[src/hw/ipb_pkg.sv]
// Package with register map, field layout and types of the priority, break and sense block.
package ipb_pkg;
  localparam logic [11:0] OFF_PRIO_A = 12'h000;
  localparam logic [11:0] OFF_PRIO_B = 12'h004;
  localparam logic [11:0] OFF_PRIO_C = 12'h008;
  localparam logic [11:0] OFF_PRIO_D = 12'h00c;
  localparam logic [11:0] OFF_BRK_CTRL = 12'h010;
  localparam logic [11:0] OFF_BRK_HIGH = 12'h014;
  localparam logic [11:0] OFF_BRK_MID = 12'h018;
  localparam logic [11:0] OFF_BRK_LOW = 12'h01c;
  localparam logic [11:0] OFF_SENSE_UH = 12'h020;
  localparam logic [11:0] OFF_SENSE_UL = 12'h024;
  localparam logic [11:0] OFF_SENSE_LH = 12'h028;
  localparam logic [11:0] OFF_SENSE_LL = 12'h02c;
  localparam logic [11:0] OFF_PIN_SEL = 12'h030;
  localparam logic [11:0] OFF_REQ_EN = 12'h034;
  localparam logic [11:0] OFF_REQ_PEND = 12'h038;
  localparam int BRK_FLAG_BIT = 7;
  localparam int BRK_EN_BIT = 0;
  localparam logic [7:0] BRK_LOW_MASK = 8'hfe;
  localparam logic [7:0] RST_BYTE = 8'h00;
  localparam logic [15:0] RST_HALF = 16'h0000;
  localparam int NUM_REQ = 16;

  typedef enum logic [1:0] {
    SENSE_LOW,
    SENSE_FALL,
    SENSE_RISE,
    SENSE_BOTH
  } ipb_sense_t;

  typedef struct packed {
    logic [23:0] addr;
    logic valid;
    logic prefetch;
  } ipb_fetch_t;
endpackage : ipb_pkg

[src/hw/ipb_top.sv]
// Priority bits, address break unit and external request sense logic with APB registers.
//
// Operation
// - Set bit gives source level one
// - Nonmaskable interrupt ignores all priority bits
// - Fixed bit to source mapping per register
// - Break request when flag and enable set
// - Flag sets on enabled prefetch address match
// - Flag clears on break exception handling
// - Control bits six to one read zero
// - Control bit zero enables breaks
// - Normal mode skips upper address byte
// - High register compares address bits 23-16
// - Mid register compares address bits 15-8
// - Low register compares bits 7-1 only
// - Low register bit zero reads zero
// - Two-bit field selects level or edges
// - Upper sense registers hold requests 15-8
// - Sense uses primary or alternate pin
// - Requests 7-0 use lower sense registers
// - Detected request forwarded only when enabled
//
// Added by the designer: the APB register port and the register addresses.
`timescale 1ns/1ps
module ipb_top (
  input wire logic i_clk,
  input wire logic i_rst,
  input wire logic i_psel,
  input wire logic i_penable,
  input wire logic i_pwrite,
  input wire logic [11:0] i_paddr,
  input wire logic [31:0] i_pwdata,
  output logic [31:0] o_prdata,
  output logic o_pready,
  output logic o_pslverr,
  input wire ipb_pkg::ipb_fetch_t i_fetch,
  input wire logic i_normal_mode,
  input wire logic i_break_ack,
  input wire logic [15:0] i_req_pin_n,
  input wire logic [15:0] i_alt_req_pin_n,
  input wire logic [15:0] i_req_ack,
  output logic o_break_req,
  output logic [15:0] o_ext_req,
  output logic [31:0] o_priority_level
);
  logic [7:0] prio_a_r;
  logic [7:0] prio_b_r;
  logic [7:0] prio_c_r;
  logic [7:0] prio_d_r;
  logic match_flag_r;
  logic brk_en_r;
  logic [7:0] brk_high_r;
  logic [7:0] brk_mid_r;
  logic [7:0] brk_low_r;
  logic [15:0] sense_upper_r;
  logic [15:0] sense_lower_r;
  logic [15:0] pin_sel_r;
  logic [15:0] req_en_r;
  logic [15:0] pend_r;
  logic [15:0] sync1_r;
  logic [15:0] sync2_r;
  logic [15:0] prev_r;
  logic [15:0] pin_sel_eff;
  logic [15:0] raw_in;
  logic [15:0] detect;
  logic [31:0] rdata_nxt;
  logic setup;
  logic wr;
  logic rd;
  logic addr_hit;
  logic hit;
  // One write strobe per register except the pending register, each high for the setup cycle of a write to it.
  logic wr_prio_a;
  logic wr_prio_b;
  logic wr_prio_c;
  logic wr_prio_d;
  logic wr_brk_ctrl;
  logic wr_brk_high;
  logic wr_brk_mid;
  logic wr_brk_low;
  logic wr_sense_uh;
  logic wr_sense_ul;
  logic wr_sense_lh;
  logic wr_sense_ll;
  logic wr_pin_sel;
  logic wr_req_en;

  assign setup = i_psel && !i_penable;
  assign wr = setup && i_pwrite;
  assign rd = setup && !i_pwrite;

  // Writes take effect at the setup edge, so the answer never waits on storage.
  assign wr_prio_a = wr && i_paddr == ipb_pkg::OFF_PRIO_A;
  assign wr_prio_b = wr && i_paddr == ipb_pkg::OFF_PRIO_B;
  assign wr_prio_c = wr && i_paddr == ipb_pkg::OFF_PRIO_C;
  assign wr_prio_d = wr && i_paddr == ipb_pkg::OFF_PRIO_D;
  assign wr_brk_ctrl = wr && i_paddr == ipb_pkg::OFF_BRK_CTRL;
  assign wr_brk_high = wr && i_paddr == ipb_pkg::OFF_BRK_HIGH;
  assign wr_brk_mid = wr && i_paddr == ipb_pkg::OFF_BRK_MID;
  assign wr_brk_low = wr && i_paddr == ipb_pkg::OFF_BRK_LOW;
  assign wr_sense_uh = wr && i_paddr == ipb_pkg::OFF_SENSE_UH;
  assign wr_sense_ul = wr && i_paddr == ipb_pkg::OFF_SENSE_UL;
  assign wr_sense_lh = wr && i_paddr == ipb_pkg::OFF_SENSE_LH;
  assign wr_sense_ll = wr && i_paddr == ipb_pkg::OFF_SENSE_LL;
  assign wr_pin_sel = wr && i_paddr == ipb_pkg::OFF_PIN_SEL;
  assign wr_req_en = wr && i_paddr == ipb_pkg::OFF_REQ_EN;

  // Registers answer in the access cycle right after setup; no wait states.
  always_ff @(posedge i_clk) begin
    if (i_rst) begin
      o_pready <= 1'b0;
    end else begin
      o_pready <= setup;
    end
  end

  // An address outside the map is refused in the same answer.
  always_ff @(posedge i_clk) begin
    if (i_rst) begin
      o_pslverr <= 1'b0;
    end else begin
      o_pslverr <= setup && !addr_hit;
    end
  end

  always_comb begin
    rdata_nxt = 32'h0000_0000;
    addr_hit = 1'b1;
    if (i_paddr == ipb_pkg::OFF_PRIO_A) begin
      rdata_nxt[7:0] = prio_a_r;
    end else if (i_paddr == ipb_pkg::OFF_PRIO_B) begin
      rdata_nxt[7:0] = prio_b_r;
    end else if (i_paddr == ipb_pkg::OFF_PRIO_C) begin
      rdata_nxt[7:0] = prio_c_r;
    end else if (i_paddr == ipb_pkg::OFF_PRIO_D) begin
      rdata_nxt[7:0] = prio_d_r;
    end else if (i_paddr == ipb_pkg::OFF_BRK_CTRL) begin
      rdata_nxt[ipb_pkg::BRK_FLAG_BIT] = match_flag_r;
      rdata_nxt[ipb_pkg::BRK_EN_BIT] = brk_en_r;
    end else if (i_paddr == ipb_pkg::OFF_BRK_HIGH) begin
      rdata_nxt[7:0] = brk_high_r;
    end else if (i_paddr == ipb_pkg::OFF_BRK_MID) begin
      rdata_nxt[7:0] = brk_mid_r;
    end else if (i_paddr == ipb_pkg::OFF_BRK_LOW) begin
      rdata_nxt[7:0] = brk_low_r;
    end else if (i_paddr == ipb_pkg::OFF_SENSE_UH) begin
      rdata_nxt[7:0] = sense_upper_r[15:8];
    end else if (i_paddr == ipb_pkg::OFF_SENSE_UL) begin
      rdata_nxt[7:0] = sense_upper_r[7:0];
    end else if (i_paddr == ipb_pkg::OFF_SENSE_LH) begin
      rdata_nxt[7:0] = sense_lower_r[15:8];
    end else if (i_paddr == ipb_pkg::OFF_SENSE_LL) begin
      rdata_nxt[7:0] = sense_lower_r[7:0];
    end else if (i_paddr == ipb_pkg::OFF_PIN_SEL) begin
      rdata_nxt[15:0] = pin_sel_r;
    end else if (i_paddr == ipb_pkg::OFF_REQ_EN) begin
      rdata_nxt[15:0] = req_en_r;
    end else if (i_paddr == ipb_pkg::OFF_REQ_PEND) begin
      rdata_nxt[15:0] = pend_r;
    end else begin
      addr_hit = 1'b0;
    end
  end

  // Read data is captured at setup and held until the next read.
  always_ff @(posedge i_clk) begin
    if (i_rst) begin
      o_prdata <= 32'h0000_0000;
    end else if (rd) begin
      o_prdata <= rdata_nxt;
    end
  end

  // Priority bits; unassigned positions are stored as written by software.
  always_ff @(posedge i_clk) begin
    if (i_rst) begin
      prio_a_r <= ipb_pkg::RST_BYTE;
    end else if (wr_prio_a) begin
      prio_a_r <= i_pwdata[7:0];
    end
  end

  always_ff @(posedge i_clk) begin
    if (i_rst) begin
      prio_b_r <= ipb_pkg::RST_BYTE;
    end else if (wr_prio_b) begin
      prio_b_r <= i_pwdata[7:0];
    end
  end

  always_ff @(posedge i_clk) begin
    if (i_rst) begin
      prio_c_r <= ipb_pkg::RST_BYTE;
    end else if (wr_prio_c) begin
      prio_c_r <= i_pwdata[7:0];
    end
  end

  always_ff @(posedge i_clk) begin
    if (i_rst) begin
      prio_d_r <= ipb_pkg::RST_BYTE;
    end else if (wr_prio_d) begin
      prio_d_r <= i_pwdata[7:0];
    end
  end

  // Bit n gives level 1 to its source; the nonmaskable input is not among them.
  always_ff @(posedge i_clk) begin
    if (i_rst) begin
      o_priority_level <= 32'h0000_0000;
    end else begin
      o_priority_level <= {prio_d_r, prio_c_r, prio_b_r, prio_a_r};
    end
  end

  always_ff @(posedge i_clk) begin
    if (i_rst) begin
      brk_high_r <= ipb_pkg::RST_BYTE;
    end else if (wr_brk_high) begin
      brk_high_r <= i_pwdata[7:0];
    end
  end

  always_ff @(posedge i_clk) begin
    if (i_rst) begin
      brk_mid_r <= ipb_pkg::RST_BYTE;
    end else if (wr_brk_mid) begin
      brk_mid_r <= i_pwdata[7:0];
    end
  end

  always_ff @(posedge i_clk) begin
    if (i_rst) begin
      brk_low_r <= ipb_pkg::RST_BYTE;
    end else if (wr_brk_low) begin
      brk_low_r <= i_pwdata[7:0] & ipb_pkg::BRK_LOW_MASK;
    end
  end

  // Only the enable bit of the control word is stored here; the flag has its own process.
  always_ff @(posedge i_clk) begin
    if (i_rst) begin
      brk_en_r <= 1'b0;
    end else if (wr_brk_ctrl) begin
      brk_en_r <= i_pwdata[ipb_pkg::BRK_EN_BIT];
    end
  end

  // Software is expected to aim the address at an instruction's first byte.
  assign hit = i_fetch.valid && i_fetch.prefetch
    && (i_normal_mode || i_fetch.addr[23:16] == brk_high_r)
    && i_fetch.addr[15:8] == brk_mid_r
    && i_fetch.addr[7:1] == brk_low_r[7:1];

  // A match in the cycle of the acknowledge or a software clear wins over the clear.
  always_ff @(posedge i_clk) begin
    if (i_rst) begin
      match_flag_r <= 1'b0;
    end else if (brk_en_r && hit) begin
      match_flag_r <= 1'b1;
    end else if (i_break_ack) begin
      match_flag_r <= 1'b0;
    end else if (wr_brk_ctrl && !i_pwdata[ipb_pkg::BRK_FLAG_BIT]) begin
      match_flag_r <= 1'b0;
    end
  end

  // The request is a registered copy so that the CPU sees a clean level.
  always_ff @(posedge i_clk) begin
    if (i_rst) begin
      o_break_req <= 1'b0;
    end else begin
      o_break_req <= match_flag_r && brk_en_r;
    end
  end

  // Each sense field is two bits, with the highest request in the top pair.
  always_ff @(posedge i_clk) begin
    if (i_rst) begin
      sense_upper_r <= ipb_pkg::RST_HALF;
    end else if (wr_sense_uh) begin
      sense_upper_r[15:8] <= i_pwdata[7:0];
    end else if (wr_sense_ul) begin
      sense_upper_r[7:0] <= i_pwdata[7:0];
    end
  end

  always_ff @(posedge i_clk) begin
    if (i_rst) begin
      sense_lower_r <= ipb_pkg::RST_HALF;
    end else if (wr_sense_lh) begin
      sense_lower_r[15:8] <= i_pwdata[7:0];
    end else if (wr_sense_ll) begin
      sense_lower_r[7:0] <= i_pwdata[7:0];
    end
  end

  // A set bit routes the alternate pin of that request, 15 to 2 only, into the sense logic.
  always_ff @(posedge i_clk) begin
    if (i_rst) begin
      pin_sel_r <= ipb_pkg::RST_HALF;
    end else if (wr_pin_sel) begin
      pin_sel_r <= i_pwdata[15:0];
    end
  end

  always_ff @(posedge i_clk) begin
    if (i_rst) begin
      req_en_r <= ipb_pkg::RST_HALF;
    end else if (wr_req_en) begin
      req_en_r <= i_pwdata[15:0];
    end
  end

  // Requests 1 and 0 have no alternate pin.
  assign pin_sel_eff = {pin_sel_r[15:2], 2'b00};
  assign raw_in = (i_alt_req_pin_n & pin_sel_eff) | (i_req_pin_n & ~pin_sel_eff);

  // Pins idle high, so the chain starts high and no false edge follows reset.
  always_ff @(posedge i_clk) begin
    if (i_rst) begin
      sync1_r <= 16'hffff;
      sync2_r <= 16'hffff;
      prev_r <= 16'hffff;
    end else begin
      sync1_r <= raw_in;
      sync2_r <= sync1_r;
      prev_r <= sync2_r;
    end
  end

  genvar g;
  generate
    for (g = 0; g < ipb_pkg::NUM_REQ; g++) begin : g_sense
      ipb_pkg::ipb_sense_t mode;
      logic det;
      if (g >= 8) begin : g_up
        assign mode = ipb_pkg::ipb_sense_t'(sense_upper_r[2*(g-8)+1 -: 2]);
      end else begin : g_lo
        assign mode = ipb_pkg::ipb_sense_t'(sense_lower_r[2*g+1 -: 2]);
      end
      always_comb begin
        case (mode)
          ipb_pkg::SENSE_LOW: det = !sync2_r[g];
          ipb_pkg::SENSE_FALL: det = prev_r[g] && !sync2_r[g];
          ipb_pkg::SENSE_RISE: det = !prev_r[g] && sync2_r[g];
          default: det = prev_r[g] ^ sync2_r[g];
        endcase
      end
      assign detect[g] = det;
    end
  endgenerate

  // Edge requests latch until acknowledged; a new edge wins over the acknowledge.
  always_ff @(posedge i_clk) begin
    if (i_rst) begin
      pend_r <= ipb_pkg::RST_HALF;
    end else begin
      pend_r <= detect | (pend_r & ~i_req_ack);
    end
  end

  // Disabled requests stay pending and appear as soon as they are enabled.
  always_ff @(posedge i_clk) begin
    if (i_rst) begin
      o_ext_req <= ipb_pkg::RST_HALF;
    end else begin
      o_ext_req <= pend_r & req_en_r;
    end
  end
endmodule : ipb_top

[config.mk]
export PLATFORM = sky130hd
export DESIGN_NAME = ipb_top
export DESIGN_NICKNAME = d
export VERILOG_FILES = /design/src/hw/ipb_pkg.sv /design/src/hw/ipb_top.sv
export SDC_FILE = /design/constraint.sdc
export NUM_CORES = 1
export LEC_CHECK = 0
export ABC_AREA = 1
export ABC_CLOCK_PERIOD_IN_PS = 6000
export BUFFER_PORTS_ARGS = -buffer_cell sky130_fd_sc_hd__buf_4
export CAP_MARGIN = 10
export CORE_MARGIN = 4
export CORE_UTILIZATION = 60
export CTS_BUF_LIST = sky130_fd_sc_hd__clkbuf_16
export DETAILED_ROUTE_END_ITERATION = 12
export GPL_TIMING_DRIVEN = 0
export HOLD_SLACK_MARGIN = 0.12
export PLACE_DENSITY = 0.93
export SLEW_MARGIN = 20
export SYNTH_ARGS = -nofsm -noshare
export SYNTH_HDL_FRONTEND = slang
export SYNTH_SLANG_ARGS = --single-unit
[constraint.sdc]
create_clock -name i_clk -period 6 [get_ports i_clk]
set_clock_uncertainty 0.1 [all_clocks]
set_input_delay 1.2 -clock i_clk [delete_from_list [all_inputs] [get_ports i_clk]]
set_output_delay 1.2 -clock i_clk [all_outputs]
set_load 0.01 [all_outputs]
## Word-level counts from Yosys, hierarchy flattened

Cells that the tools add are included.

- Bits in registers: 252
- Input bits: 125
- Output and inout port bits: 83
- Logic and storage cells: 277

- Equal/unequal tests: 49
- Mux-type cells: 63
- Bitwise gates (word level): 26
- Reductions and logical operators: 114

Operator list:

| cell | number |
|---|---|
| 8-bit two-way mux | 23 |
| 12-bit by 6-bit == test with 1-bit output, second input constant | 7 |
| 16-bit AND | 4 |
| 1-bit logical AND | 57 |
| 12-bit by 5-bit == test with 1-bit output, second input constant | 4 |
| 16-bit two-way mux | 3 |
| 1-bit one-hot mux with 3 select lines | 16 |
| 1-bit zero test | 36 |
| 2-bit by 1-bit == test with 1-bit output, second input constant | 16 |
| 2-bit == test, second input constant | 16 |
| 2-bit zero test | 16 |
| 16-bit NOT | 2 |
| 16-bit OR | 2 |
| 12-bit by 4-bit == test with 1-bit output, second input constant | 2 |
| 1-bit two-way mux | 20 |
| 8-bit == test | 2 |
| 1-bit XOR | 16 |
| 12-bit by 3-bit == test with 1-bit output, second input constant | 1 |
| 12-bit zero test | 1 |
| 7-bit == test | 1 |
| 6-bit two-way mux | 1 |
| 2-bit AND reduction | 2 |
| 3-bit nonzero test | 1 |
| 1-bit NOT | 2 |
| 1-bit logical OR | 1 |

## Longest topological paths before layout

- Word-level depth: 18
- Depth in mapped cells: 19
- Gate-level depth less buffers: 19

## Least setup slack after synthesis

Ideal clock, no wire load.

- Path type: input to register
- Start: in i_paddr[9]
- End: reg o_prdata[1]
- Setup time: 132 ps
- Arrival time: 2524 ps
- Required time: 5768 ps
- Setup slack: 3244 ps
- Stages: 17
- Buffers on the path: 1
- Cell sequence: nor2_1 nand2_1 buf_6 nor2_1 nand3_2 o21ai_0 nor2_1 nand2_1 nand3_1 nand2_1 nand2_1 nand2_1 nand2_1 nand2_1 nand2_1 nand2_1 a21oi_2

- Cells in the longest elaborated chain, start to end: 16
- Elaborated cells between the ends (all ways): 30
- Classes of those cells: eq/ne: 14; mux: 15; reduce/logical: 1

RTL lines:

| element | RTL line | text |
|---|---|---|
| start: declaration | ipb_top.sv:31 | `input wire logic [11:0] i_paddr,` |
| 12-bit by 6-bit == test with 1-bit output | ipb_top.sv:158 | `end else if (i_paddr == ipb_pkg::OFF_REQ_PEND) begin` |
| 16-bit two-way mux | ipb_top.sv:158 |  |
| 16-bit two-way mux | ipb_top.sv:156 | `end else if (i_paddr == ipb_pkg::OFF_REQ_EN) begin` |
| 16-bit two-way mux | ipb_top.sv:154 | `end else if (i_paddr == ipb_pkg::OFF_PIN_SEL) begin` |
| 8-bit two-way mux | ipb_top.sv:152 | `end else if (i_paddr == ipb_pkg::OFF_SENSE_LL) begin` |
| 8-bit two-way mux | ipb_top.sv:150 | `end else if (i_paddr == ipb_pkg::OFF_SENSE_LH) begin` |
| 8-bit two-way mux | ipb_top.sv:148 | `end else if (i_paddr == ipb_pkg::OFF_SENSE_UL) begin` |
| 8-bit two-way mux | ipb_top.sv:146 | `end else if (i_paddr == ipb_pkg::OFF_SENSE_UH) begin` |
| 8-bit two-way mux | ipb_top.sv:144 | `end else if (i_paddr == ipb_pkg::OFF_BRK_LOW) begin` |
| 8-bit two-way mux | ipb_top.sv:142 | `end else if (i_paddr == ipb_pkg::OFF_BRK_MID) begin` |
| 8-bit two-way mux | ipb_top.sv:140 | `end else if (i_paddr == ipb_pkg::OFF_BRK_HIGH) begin` |
| 6-bit two-way mux | ipb_top.sv:137 | `end else if (i_paddr == ipb_pkg::OFF_BRK_CTRL) begin` |
| 8-bit two-way mux | ipb_top.sv:135 | `end else if (i_paddr == ipb_pkg::OFF_PRIO_D) begin` |
| 8-bit two-way mux | ipb_top.sv:133 | `end else if (i_paddr == ipb_pkg::OFF_PRIO_C) begin` |
| 8-bit two-way mux | ipb_top.sv:131 | `end else if (i_paddr == ipb_pkg::OFF_PRIO_B) begin` |
| 8-bit two-way mux * | ipb_top.sv:129 | `if (i_paddr == ipb_pkg::OFF_PRIO_A) begin` |
| end signal: assignment | ipb_top.sv:170 | `o_prdata <= rdata_nxt;` |
| end: declaration | ipb_top.sv:33 | `output logic [31:0] o_prdata,` |

Every way passes the cells marked *; elsewhere a longest branch is shown, timed or not.
A chain may end at the register's enable or synchronous reset.

## Final worst setup path

- Start: in i_paddr[8]
- End: reg o_prdata[6]

Same word-level chain as after synthesis.

==> reports/metrics.cfg <==
[synth]
post_synth_instance_area_um2=10800
yosysWarningCount=0
synth-seq-cells=252
synthDominantCellAreaShare=0.466
syn_avg_cell_area_um2=7.55
synth.distinct_cells=43
post-synth-top-area-cell=dfxtp_1
netlist_instances=1433
post_synthesis_sequential_area_ratio=0.466
synthTopCellsByArea=dfxtp_1, a21oi_1, o21ai_0, inv_1, nand2_1

[clock_tree]
cts_tree=yes
clock_latency_ps=520
clkSinkCount=252
h-tree-depth=1
path_clk_slew_ps=60
cts_resized=0
cts_buffers=25
post_cts.repair.setup_buffers=0
clockBufferDepth=3
clockRootBuffer=clkbuf_16
ctsHoldBuffers=0

[sta]
transition_time_at_the_pin_with_the_least_slew_margin_ps=890
final.setup.tns_ps=0
timing.max_slew.rel_slack=0.407
grt_setup_unrepaired=no
layout_min_cycle_time_ps=3090
finalSetupViolCount=0
final_max_slew_viol_count=0
timing_hold_violations_final=0
final_critical_path_share_of_the_clock_period=0.515
max_freq_mhz=324

[drt]
routed_wl_mm=35.2
drt_drc_violations_left=0
avgViaCountPerCell=5.78
detailedRoute.firstIterationViolations=1230
detailedRoute.firstPassIterationCount=8
detail_route.wl_per_cell_um=18.6
via_count=10924
final_antenna_net_count=0

[setup_path]
crit_family=simple AND/OR/NAND/NOR gates
timing.reg2reg.worst_path_depth=12
worst-endpoint-arrival_ps=3370
critical_path.max_stage_delay_ps=280
critical_path_source_type=input port
crit_path_max_fanout=10
worstReg2RegEnd=o_prdata[6]
critical_path_required_ps=6280
timing.critical_path.mode_cell=nand2_1
regToRegSetupSlack_ps=4240
path_cells=buf_4 > nor2_1 > nand2_1 > buf_6 > nor2_1 > nand3_2 > o21ai_0 > nor2_1 > nand2_1 > nand3_1 > nand2_1 > nand2_1 > nand2_1 > nand4_1 > nand2_1 > a21oi_1
worstSetupEndpointType=flop
reg2reg_from=pend_r[6]
critPathSlowestCell=nand3_2
timing.critical_path.buf_inv=2
timing.setup.critical_path_class=in2reg

[place]
placedInstanceArea_um2=12400
post-dp-hpwl_mm=25.3
io_buffers=172
gp_routability_congestion=0.969

[die]
width_of_the_die_um=142
initial_core_util=0.619
fp.coreArea_um2=17500
fp.dieH_um=142
die_area_um2=20200
pin_count=208
row_count=48

[power_and_ir_drop]
p_per_area_nw_per_um2=268
power_leakage_uw=0.00586
vdd_drop_max_mv=0.257

[final_layout]
mostFrequentLayoutCell=dfxtp_1
diodes=0
final_net_count=1804
layout-drive-gt1-share=0.169
areaGrowthSynthToFinish_pct=23.1
post-route-cell-area_um2=13300
commonest_non_fill_non_tap_cells_in_the_layout=dfxtp_1, inv_1, nand2_1, a21oi_1, buf_4

[run_status]
run_status=complete, no violations

[hold_path]
timing.hold.worst_path_depth=1
timing.hold.worst_endpoint=sync2_r[5]
min-delay-start=sync1_r[5]
hold_path_class=reg2reg

[job]
drv_cap=0

[global_route]
grt_max_degree=17
number_of_global_route_vias_before_repair=10673
antenna_violations_before_repair=0
track_usage=0.335
grt_pass1_wl_mm=54.0
overflow=0

[stage by stage]
step	hold WS, ps	power, uW	std cells	utilization	setup slack (ps)
2_1_floorplan	289	1840	1448	-	3240
3_3_place_gp	292	1940	1845	0.712	2520
3_5_place_dp	298	1950	1845	0.712	2510
4_1_cts	311	3570	1889	0.762	3000
5_1_grt	319	3660	1889	0.762	2710
6_report	307	3580	1889	0.762	2910
[flip-flops by register name, indices dropped and copies added (netlist names), 16 cells and up]
register and flops:
o_priority_level 32, o_ext_req 16, o_prdata 16, pend_r 16, pin_sel_r 16, prev_r 16
req_en_r 16, sense_lower_r 16, sense_upper_r 16, sync1_r 16, sync2_r 16
[worst max path at each step]
| stage | startpoint | end | slack, ps | cells after the start |
|---|---|---|---|---|
| 3_5_place_dp | i_paddr[8] | o_prdata[3] | 2510 | 18 |
| 2_1_floorplan | i_paddr[9] | o_prdata[1] | 3240 | 17 |
| 6_report | i_paddr[8] | o_prdata[6] | 2910 | 16 |
| 3_3_place_gp | i_penable | prio_a_r[7] | 2520 | 9 |
| 4_1_cts | i_paddr[8] | o_prdata[3] | 3000 | 18 |
| 5_1_grt | i_paddr[9] | o_prdata[3] | 2710 | 18 |
[where the power goes]
part | total, uW | switching [uW] | leakage, uW | internal (uW)
registers | 1700 | 9.70 | 0.00204 | 1690
logic | 222 | 132 | 0.00339 | 90.3
clock network | 1650 | 674 | 0.000427 | 981
[synth_stat cells]
cell type / number
dfxtp_1: 252
inv_1: 222
nand2_1: 203
a21oi_1: 196
o21ai_0: 173
nor2_1: 104
clkbuf_1: 49
ha_1: 32
nand3_1: 31
nor3_1: 24
or2_2: 23
buf_4: 17
o211ai_1: 17
nand4_1: 16
xnor2_1: 9
o221ai_1: 8
buf_2: 6
inv_2: 5
nor4_1: 5
xor2_1: 5
nor2_4: 4
nor2_2: 3
o21ai_1: 3
a21oi_2: 2
clkinv_1: 2
nand2_2: 2
nand2_4: 2
nand3_2: 2
o2111ai_1: 2
a2111oi_0: 1
a211oi_1: 1
a221oi_1: 1
a32oi_1: 1
buf_1: 1
buf_6: 1
conb_1: 1
inv_4: 1
nand3_4: 1
nor2_8: 1
nor3_4: 1
nor3b_1: 1
o21a_1: 1
o31ai_1: 1
[area by class of cell]
| class | instances | area [um2] |
|---|---|---|
| Sequential cell | 252 | 5040 |
| Multi-Input combinational cell | 892 | 4610 |
| Fill cell | 1256 | 4160 |
| Timing Repair Buffer | 172 | 1290 |
| Inverter | 230 | 866 |
| Clock buffer | 25 | 626 |
| Buffer | 74 | 357 |
| Tap cell | 225 | 282 |
| Clock inverter | 19 | 241 |
[metal layers]
layer	share of wire	track usage	vias up	wire, um
met4	0.065	0.189	0	2290
li1	-	-	5037	-
met5	0	0	-	0
met3	0.10	0.0615	162	3620
met1	0.37	0.403	5037	12900
met2	0.47	0.564	688	16400
[cells by family after synthesis]
logic type	share of synthesized area
adders and majority gates	0.0370
and+or+nand+nor	0.174
xor gates and xnor gates	0.0113
buffers and inverters	0.113
DFF	0.466
AOI/OAI and AO/OA	0.198
other	0.000347
[worst register-to-register path, cell delays in order, from the launching register on]
cell     delay [ps]
dfxtp_1         290
inv_1           110
nor2_1           70
a21oi_1         140
nand2_1          70
nand2_1          80
nand3_1         150
nand2_1         130
nand2_1          60
nand2_1         130
nand4_1         130
nand2_1         100
a21oi_1          60
No activity file was read; power rests on OpenSTA's default activity.
